### src/lic_pkg.sv
// package: constants, types and decode helpers of the left line input config block
package lic_pkg;

  // ==========================================
  // clock and sample timing
  localparam int unsigned clock_hz = 250_000_000;
  localparam int unsigned sample_hz = 48_000;
  // whole cycles per sample period, rounded down
  localparam int unsigned fs_cycles = clock_hz / sample_hz;

  // ==========================================
  // register indexes; byte address is four times the index
  localparam logic [7:0] idx_one_route = 8'h13;
  localparam logic [7:0] idx_two_route = 8'h14;
  localparam logic [7:0] idx_gain_target = 8'h15;
  localparam logic [7:0] idx_gain_now = 8'h16;

  // ==========================================
  // field positions
  localparam int unsigned diff_pos = 7;
  localparam int unsigned level_hi = 6;
  localparam int unsigned level_lo = 3;
  localparam int unsigned power_pos = 2;
  localparam int unsigned bias_pos = 2;
  localparam int unsigned soft_hi = 1;

  // ==========================================
  // reset values and codes
  localparam logic [7:0] route_reset = 8'h78;
  localparam logic [6:0] gain_reset = 7'h00;
  localparam logic [3:0] level_off = 4'hf;
  localparam logic [3:0] level_max = 4'h8;
  localparam logic [1:0] soft_once = 2'h0;
  localparam logic [1:0] soft_twice = 2'h1;
  localparam logic [7:0] ro_mask_two = 8'hfc;

  // ==========================================
  // types
  typedef enum logic [2:0] {sel_one, sel_two, sel_target, sel_now, sel_none} lic_sel_type;

  typedef struct packed {
    logic diff;
    logic connect;
    logic [4:0] atten;
  } lic_line_type;

  typedef struct packed {
    logic [7:0] route_one;
    logic [7:0] route_two;
    logic [6:0] gain_target;
    lic_line_type line_one;
    lic_line_type line_two;
    logic power_up;
    logic weak_bias;
    logic pready;
    logic pslverr;
    logic [31:0] prdata;
  } lic_state_type;

  // ==========================================
  // level code to attenuation in 0.5 dB units, 1.5 dB per code
  function automatic lic_line_type decode_line(input logic [7:0] route);
    lic_line_type r;
    r.diff = route[diff_pos];
    r.connect = (route[level_hi:level_lo] <= level_max);
    r.atten = r.connect ? 5'(route[level_hi:level_lo] * 3) : 5'h00;
    return r;
  endfunction : decode_line

  // byte address decode
  function automatic lic_sel_type decode_addr(input logic [11:0] paddr);
    if (paddr == {2'h0, idx_one_route, 2'h0}) begin
      return sel_one;
    end else if (paddr == {2'h0, idx_two_route, 2'h0}) begin
      return sel_two;
    end else if (paddr == {2'h0, idx_gain_target, 2'h0}) begin
      return sel_target;
    end else if (paddr == {2'h0, idx_gain_now, 2'h0}) begin
      return sel_now;
    end else begin
      return sel_none;
    end
  endfunction : decode_addr

endpackage : lic_pkg

### src/lic_config.sv
// module: left line input routing config registers behind an apb slave
//
// How it works
// - codes 0..8 give 0 to -12 dB
// - valid code on input one connects it
// - all-ones code leaves input disconnected
// - input one bit 7 selects differential
// - input two bit 7 selects differential
// - bits 6..3 hold level, reset all-ones
// - input one bit 2 powers channel up
// - input one bits 1..0 pick stepping rate
// - input two bit 2 enables weak bias
// - input two bits 1..0 read-only zero
`timescale 1ns/100ps
module lic_config #(
  parameter int unsigned fs_cycles = lic_pkg::fs_cycles
) (
  // clock and reset
  input wire logic clock,
  input wire logic rst,
  // apb slave
  input wire logic psel,
  input wire logic penable,
  input wire logic pwrite,
  input wire logic [11:0] paddr,
  input wire logic [31:0] pwdata,
  input wire logic [3:0] pstrb,
  output logic pready,
  output logic [31:0] prdata,
  output logic pslverr,
  // line input controls to the analogue mixer
  output lic_pkg::lic_line_type first_left_line_input,
  output lic_pkg::lic_line_type second_left_line_input,
  // left channel controls
  output logic left_power_up,
  output logic left_weak_bias,
  output logic [1:0] left_soft_mode,
  output logic [6:0] left_pga_gain
);

  // ==========================================
  // state
  lic_pkg::lic_state_type s;
  lic_pkg::lic_state_type next_s;
  lic_pkg::lic_sel_type sel;
  logic fs_tick;
  logic [6:0] gain_now;
  logic access;
  logic commit;

  assign sel = lic_pkg::decode_addr(paddr);
  // answer takes one wait cycle so read data leave a flop
  assign access = psel & penable & ~s.pready;
  assign commit = psel & penable & s.pready & pwrite & ~s.pslverr;

  // ==========================================
  // bus and register update
  always_comb begin
    next_s = s;
    next_s.pready = 1'b0;
    next_s.pslverr = 1'b0;
    if (access) begin
      next_s.pready = 1'b1;
      next_s.prdata = 32'h0000_0000;
      if (sel == lic_pkg::sel_one) begin
        next_s.prdata[7:0] = s.route_one;
      end else if (sel == lic_pkg::sel_two) begin
        next_s.prdata[7:0] = s.route_two & lic_pkg::ro_mask_two;
      end else if (sel == lic_pkg::sel_target) begin
        next_s.prdata[6:0] = s.gain_target;
      end else if (sel == lic_pkg::sel_now) begin
        next_s.prdata[6:0] = gain_now;
      end else begin
        // unmapped address answers with an error
        next_s.pslverr = 1'b1;
      end
    end
    // writes land only on the completing edge, low byte lane
    if (commit && pstrb[0]) begin
      if (sel == lic_pkg::sel_one) begin
        next_s.route_one = pwdata[7:0];
      end else if (sel == lic_pkg::sel_two) begin
        next_s.route_two = pwdata[7:0] & lic_pkg::ro_mask_two;
      end else if (sel == lic_pkg::sel_target) begin
        next_s.gain_target = pwdata[6:0];
      end
    end
    // decode from the new values, same edge
    next_s.line_one = lic_pkg::decode_line(next_s.route_one);
    next_s.line_two = lic_pkg::decode_line(next_s.route_two);
    next_s.power_up = next_s.route_one[lic_pkg::power_pos];
    next_s.weak_bias = next_s.route_two[lic_pkg::bias_pos];
  end

  // ==========================================
  // registers
  always_ff @(posedge clock) begin
    if (rst) begin
      s.route_one <= lic_pkg::route_reset;
      s.route_two <= lic_pkg::route_reset;
      s.gain_target <= lic_pkg::gain_reset;
      s.line_one <= '{diff: 1'b0, connect: 1'b0, atten: 5'h00};
      s.line_two <= '{diff: 1'b0, connect: 1'b0, atten: 5'h00};
      s.power_up <= 1'b0;
      s.weak_bias <= 1'b0;
      s.pready <= 1'b0;
      s.pslverr <= 1'b0;
      s.prdata <= 32'h0000_0000;
    end else begin
      s <= next_s;
    end
  end

  // ==========================================
  // soft-step engine
  lic_fs_tick #(
    .fs_cycles(fs_cycles)
  ) u_tick (
    .clock(clock),
    .rst(rst),
    .fs_tick(fs_tick)
  );

  // gain moves one step per selected tick
  lic_gain_step u_step (
    .clock(clock),
    .rst(rst),
    .fs_tick(fs_tick),
    .soft_mode(s.route_one[lic_pkg::soft_hi:0]),
    .target(s.gain_target),
    .gain_now(gain_now)
  );

  // ==========================================
  // outputs
  assign pready = s.pready;
  assign prdata = s.prdata;
  assign pslverr = s.pslverr;
  assign first_left_line_input = s.line_one;
  assign second_left_line_input = s.line_two;
  assign left_power_up = s.power_up;
  assign left_weak_bias = s.weak_bias;
  // soft mode is the register field itself
  assign left_soft_mode = s.route_one[lic_pkg::soft_hi:0];
  assign left_pga_gain = gain_now;
endmodule : lic_config

### src/lic_fs_tick.sv
// module: sample-rate enable pulse from the system clock
`timescale 1ns/100ps
module lic_fs_tick #(
  parameter int unsigned fs_cycles = lic_pkg::fs_cycles
) (
  // clock and reset
  input wire logic clock,
  input wire logic rst,
  // one-cycle pulse per sample period
  output logic fs_tick
);

  typedef struct packed {
    logic [15:0] count;
    logic tick;
  } lic_tick_type;

  lic_tick_type s;
  lic_tick_type next_s;

  // count down one sample period, pulse on wrap
  always_comb begin
    next_s = s;
    next_s.tick = 1'b0;
    if (s.count == 16'h0000) begin
      next_s.count = 16'(fs_cycles - 1);
      next_s.tick = 1'b1;
    end else begin
      next_s.count = s.count - 16'h0001;
    end
  end

  always_ff @(posedge clock) begin
    if (rst) begin
      s <= '0;
    end else begin
      s <= next_s;
    end
  end

  assign fs_tick = s.tick;

endmodule : lic_fs_tick

### src/lic_gain_step.sv
// module: left gain soft-stepper toward a target setting
`timescale 1ns/100ps
module lic_gain_step (
  // clock and reset
  input wire logic clock,
  input wire logic rst,
  // step control
  input wire logic fs_tick,
  input wire logic [1:0] soft_mode,
  input wire logic [6:0] target,
  // applied gain
  output logic [6:0] gain_now
);

  typedef struct packed {
    logic [6:0] gain;
    logic half;
  } lic_step_type;

  lic_step_type s;
  lic_step_type next_s;
  logic step_ok;

  // half toggles per sample so mode 01 steps every second sample
  always_comb begin
    next_s = s;
    step_ok = 1'b0;
    if (fs_tick) begin
      next_s.half = ~s.half;
    end
    if (soft_mode == lic_pkg::soft_once) begin
      step_ok = fs_tick;
    end else if (soft_mode == lic_pkg::soft_twice) begin
      step_ok = fs_tick & s.half;
    end
    if (soft_mode[1]) begin
      next_s.gain = target;
    end else if (step_ok && s.gain < target) begin
      next_s.gain = s.gain + 7'h01;
    end else if (step_ok && s.gain > target) begin
      next_s.gain = s.gain - 7'h01;
    end
  end

  always_ff @(posedge clock) begin
    if (rst) begin
      s <= '{gain: lic_pkg::gain_reset, half: 1'b0};
    end else begin
      s <= next_s;
    end
  end

  assign gain_now = s.gain;

endmodule : lic_gain_step

### config.mk
export PLATFORM = sky130hd
export DESIGN_NAME = lic_config
export DESIGN_NICKNAME = d
export VERILOG_FILES = /design/src/lic_pkg.sv /design/src/lic_config.sv /design/src/lic_fs_tick.sv /design/src/lic_gain_step.sv
export SDC_FILE = /design/constraint.sdc
export NUM_CORES = 1
export LEC_CHECK = 0
export BUFFER_PORTS_ARGS = -buffer_cell sky130_fd_sc_hd__buf_2
export CAP_MARGIN = 20
export CORE_MARGIN = 2
export CORE_UTILIZATION = 30
export CTS_CLUSTER_DIAMETER = 80
export DETAILED_ROUTE_END_ITERATION = 7
export PLACE_DENSITY = 0.51
export SETUP_SLACK_MARGIN = 0.05
export SYNTH_ARGS = -nofsm -noshare
export SYNTH_HDL_FRONTEND = slang
export SYNTH_SLANG_ARGS = --single-unit
### constraint.sdc
create_clock -name clock -period 4.6 [get_ports clock]
set_clock_uncertainty 0.2 [all_clocks]
set_input_delay 0.92 -clock clock [delete_from_list [all_inputs] [get_ports clock]]
set_output_delay 0.92 -clock clock [all_outputs]
set_load 0.005 [all_outputs]
* Word level (Yosys, flattened, before mapping)
Cells that the tools add are included.
Word-level totals: word-level logic and storage cells 91, input bits 53, flip-flop bits (word level) 72, output and inout bits 59
Cells by class: equality and inequality tests 8, multipliers 2, $lt $le $gt $ge 4, $add $sub $neg 3, muxes and demuxes 27, bitwise logic cells 14, reductions and logical operators 13
Operator list (number):
- 7-bit two-way mux | 8
- 12-bit by 7-bit == test with 1-bit output, second input constant | 4
- 34-bit two-way mux | 1
- 8-bit two-way mux | 3
- 23-bit two-way mux | 1
- 16-bit zero test | 1
- 16-bit by 1-bit subtractor with 16-bit output, second input constant | 1
- 15-bit two-way mux | 1
- 13-bit two-way mux | 1
- 3-bit two-way mux | 4
- 4-bit by 2-bit multiplier with 5-bit output, second input constant | 2
- 4-bit less-or-equal comparator, second input constant | 2
- 1-bit two-way mux | 8
- 1-bit inverter | 8
- 7-bit by 1-bit adder with 7-bit output, second input constant | 1
- 7-bit greater-than comparator | 1
- 7-bit < comparator | 1
- 7-bit by 1-bit subtractor with 7-bit output, second input constant | 1
- 1-bit AND | 6
- 3-bit by 2-bit == test with 1-bit output, second input constant | 2
- 2-bit OR reduction | 3
- 5-bit OR reduction | 1
- 4-bit AND reduction | 1
- 3-bit by 1-bit == test with 1-bit output, second input constant | 1
- 6 further kinds | 8

* Longest topological paths before layout
depth in word-level cells 13, mapped depth 14, gate-level depth less buffers 13

* By module
A second synthesis with hierarchy kept.
Unflattened totals: cell total of the unflattened synthesis 446, area, all modules 4112.7 µm²
Modules (own cells, without submodules):
- lic_config | times used 1, cells an instance 265, area an instance 2489.9 µm²
- lic_gain_step | times used 1, cells an instance 102, area an instance 864.6 µm²
- lic_fs_tick | times used 1, cells an instance 79, area an instance 758.2 µm²

* Least setup slack after synthesis
No wires, ideal clock.
kind input-to-reg, start point input paddr[10], end point register s (netlist bit second_left_line_input[4]), path slack 1.030 ns, buffers on the path 0, library setup time 0.067 ns, stages 12, data required time 4.333 ns, arrival 3.302 ns, cells stage by stage nor4b_2 > nand3_2 > nor3_4 > mux2i_1 > inv_1 > ha_1 > o211ai_1 > nor2_1 > a31oi_1 > o21ai_0 > or3_1 > a21oi_2
RTL lines:
- start, declared | line lic_config.sv:25 | input wire logic [11:0] paddr,
- end signal, assigned | line lic_config.sv:110 | s <= next_s;
- end, declared | line lic_config.sv:43 | lic_pkg::lic_state_type s;

==> results.md <==
* Starting Density at 0.307
* Worst-Skew Late Latency at 0.33 ns
* # Post-CTS Setup Buffers at 0
* H-tree Lvls at 3
* Yosys warning count at 0
* Rows at between 40 and 50
* Critical Path AT at 3.66 ns
* Die Span Y at 118 microns
* Ys async rst share at 0
* Period utilisation layout at 0.788
* Input/output buffers at 60
* GRT overflow at 0
* Die area at 13,900 sq um
* Number of global-route vias before repair at approximately 2,900
* Worst path max stage delay at 0.59 ns
* First-pass GRT wire length at between 10,000 and 15,000 microns
* DR WL/cell at roughly 13 microns
* Initial antenna violation count at 0
* CP Launch Type: primary input
* Slew @ Worst Pin at 0.860 ns
* Post-synth EDFFs at 0
* Min Clock Period, post-route at 3.62 ns
* IO Pins at 112
* Synth Cell Area at 3880 sq um
* Distinct cell type count after synthesis at slightly below 60
* Antenna Violating Nets Remaining at 0
* Crit-path cells: buf_2 > nor4b_2 > nand3_2 > o41ai_1 > a21boi_0 > inv_1 > ha_1 > a21oi_1 > and3b_1 > nor3_1 > a211oi_1
* Largest net degree at the start of global routing at 39
* Crit end category: flop
* Leakage at 1.84 nW
* Overall power consumption at 1.73 mW
* Total of max-cap violations at 0
* GRT Overall Usage at 0.133
* Share of cells above drive strength 1 at 0.189
* R2R setup slack at 1.16 ns
* Via total after detailed routing at 3,053
* RSZ-0062 raised after global routing: false
* Worst Path Required at roughly 4.6 ns
* CTS buffer count at 9
* Critical R2R Capture: u_step.gain_now[6]
* Final setup vio count at 0
* Fin util at 0.343
* Worst-path clk slew at 0.05 ns
* Ys flop type: dfxtp_1
* # nets final at 557
* Post-CTS sizing at 0
* Hpwl dp at roughly 6700 microns
* Setup ws final at 0.977 ns
* Reg-to-reg startpoint: s[54]
* WS Path Type: primary input to flop
* Longest Clk Path Bufs at 2
* Final count of pins violating max slew at 0
* DR pass1 iterations at 4
* Critical path startpoint: paddr[10]
* TritonCTS clock tree: done
* Die W at about 120 microns
* Fmax at 0.276 GHz
* # clock sinks at 68
* Slowest CP cell: o41ai_1
* Hold_buf cts at 0
* Syn Area/Cell at 8.58 sq um
* Cell count after synthesis at approximately 450
* Min-delay worst type: flop to flop
* Worst hold margin at approximately 0.26 ns
* Cell Pwr Density at about 400 nW/um^2
* Max IR drop VDD at about 0.25 mV
* Via-to-Cell Ratio at 4.63
* Initial DRC count at 137
* CP endpoint: first_left_line_input[4]
* Setup TNS at 0 ns
* DRC errors left at 0
* Seq/Total Area, Yosys at 0.351
* Outcome: finished, final reports clean
* DRT Wirelength at ~8800 microns
* Synthesized flop and latch total at 68
* Area growth syn-to-layout at 11.5%
* Core ar. at 12,600 sq um
* CTS Root Cell: clkbuf_16
* Final Hold Fails at 0
* CP Max Fanout at 7
* Reg2Reg Depth at 13
* RePlAce Congestion at between 0.7 and 0.8
* Worst rel slew slack at 0.426
* Dpl ws at 0.645 ns
cell families after synthesis:
logic type	synth area share
other	0.000967
DFF	0.351
AOI/OAI and AO/OA	0.145
muxes	0.0468
buffers and inverters	0.142
adders and majority gates	0.0748
xor gates and xnor gates	0.0497
and+or+nand+nor	0.191
cells in the mapped netlist (all sizes together), types with 7 or more instances:
library cell   n  area (sq um)
a21oi         34           174
a22o           7          61.3
and3           7          45.1
buf           58           437
clkbuf        10          37.5
dfxtp         68          1360
ha            20           250
inv           20          75.1
mux2i         17           170
nand2         41           156
nand3          7          40.0
nor2          47           179
nor3          11          71.3
o21ai         17          85.1
or3            7          43.8
xnor2         14           123
xor2           8          70.1
placed cells by master, fill, tap and decap left out, types with 2 or more instances in the layout:
cell        n
a211oi_1    4
a21o_1      2
a21oi_1    33
a222oi_1    5
a22o_1      7
a22oi_1     4
a31oi_1     2
and2_1      4
and3_1      6
buf_2      60
buf_4       4
clkbuf_1    3
clkbuf_16   9
conb_1     24
dfxtp_1    68
fa_1        2
ha_1       20
inv_1      20
mux2i_1    17
nand2_1    40
nand3_1     6
nand4_1     2
nor2_1     46
nor2b_1     4
nor3_1      9
nor4_1      2
nor4b_2     2
o211ai_1    2
o21a_1      2
o21ai_0    16
o21bai_1    4
or2_2       2
or3_1       7
xnor2_1    14
xor2_1      8
per-layer routing:
metal  up-vias  routed length [microns]  track usage
met2        69                     3910        0.207
met4         0                      154       0.0505
met5         -                        0            0
met1      1429                     4210        0.169
li1       1544                        -            -
met3        11                      523       0.0455
flip-flops by register name (all words and copies together) (netlist names):
register	flops
first_left_line_input	6
u_tick.s	16
second_left_line_input	6
left_soft_mode	2
u_tick.fs_tick	1
pready	1
pslverr	1
prdata	8
u_step.s	1
s	19
u_step.gain_now	7
report_power, final:
part / internal (mW) / switching (mW) / total (mW)
clock: 0.431 / 0.244 / 0.675
combinational: 0.157 / 0.178 / 0.335
sequential: 0.659 / 0.0592 / 0.718
total: 1.25 / 0.481 / 1.73
worst max-delay path, delay by kind of cell:
family          cells  cell delay [ns]
compound gates      4             1.37
fa+ha+maj           1             0.30
buf+inv             2             0.23
simple gates        4             0.84
area by class of cell:
cell class                 instances  area, sq um
clock inverter                     2         35.0
clock buffer                      13          250
fill                            1354         8290
multi-input combinational        319         2060
tap                              172          215
sequential                        68         1360
timing repair buffer              64          330
antenna                            1         2.50
inverter                          20         75.1
how the worst min path moves through the flow:
stage	startpoint	endpoint	slack, ns	cells after the start
finish	u_tick.s[5]	u_tick.s[5]	0.26	2
global route	u_tick.s[5]	u_tick.s[5]	0.30	2
CTS	u_tick.s[5]	u_tick.s[5]	0.27	2
detailed placement	u_tick.s[5]	u_tick.s[5]	0.26	2
global placement	u_tick.s[5]	u_tick.s[5]	0.25	2
floorplan	u_tick.s[1]	u_tick.s[1]	0.23	1
stage by stage:
| step | area, sq um | instances |
|---|---|---|
| 6_report | 4330 | 659 |
| 3_3_place_gp | 4040 | 643 |
| 5_1_grt | 4320 | 658 |
| 2_1_floorplan | 3970 | 475 |
| 3_5_place_dp | 4040 | 643 |
| 4_1_cts | 4320 | 658 |
Power figures use the tool's default switching activity.
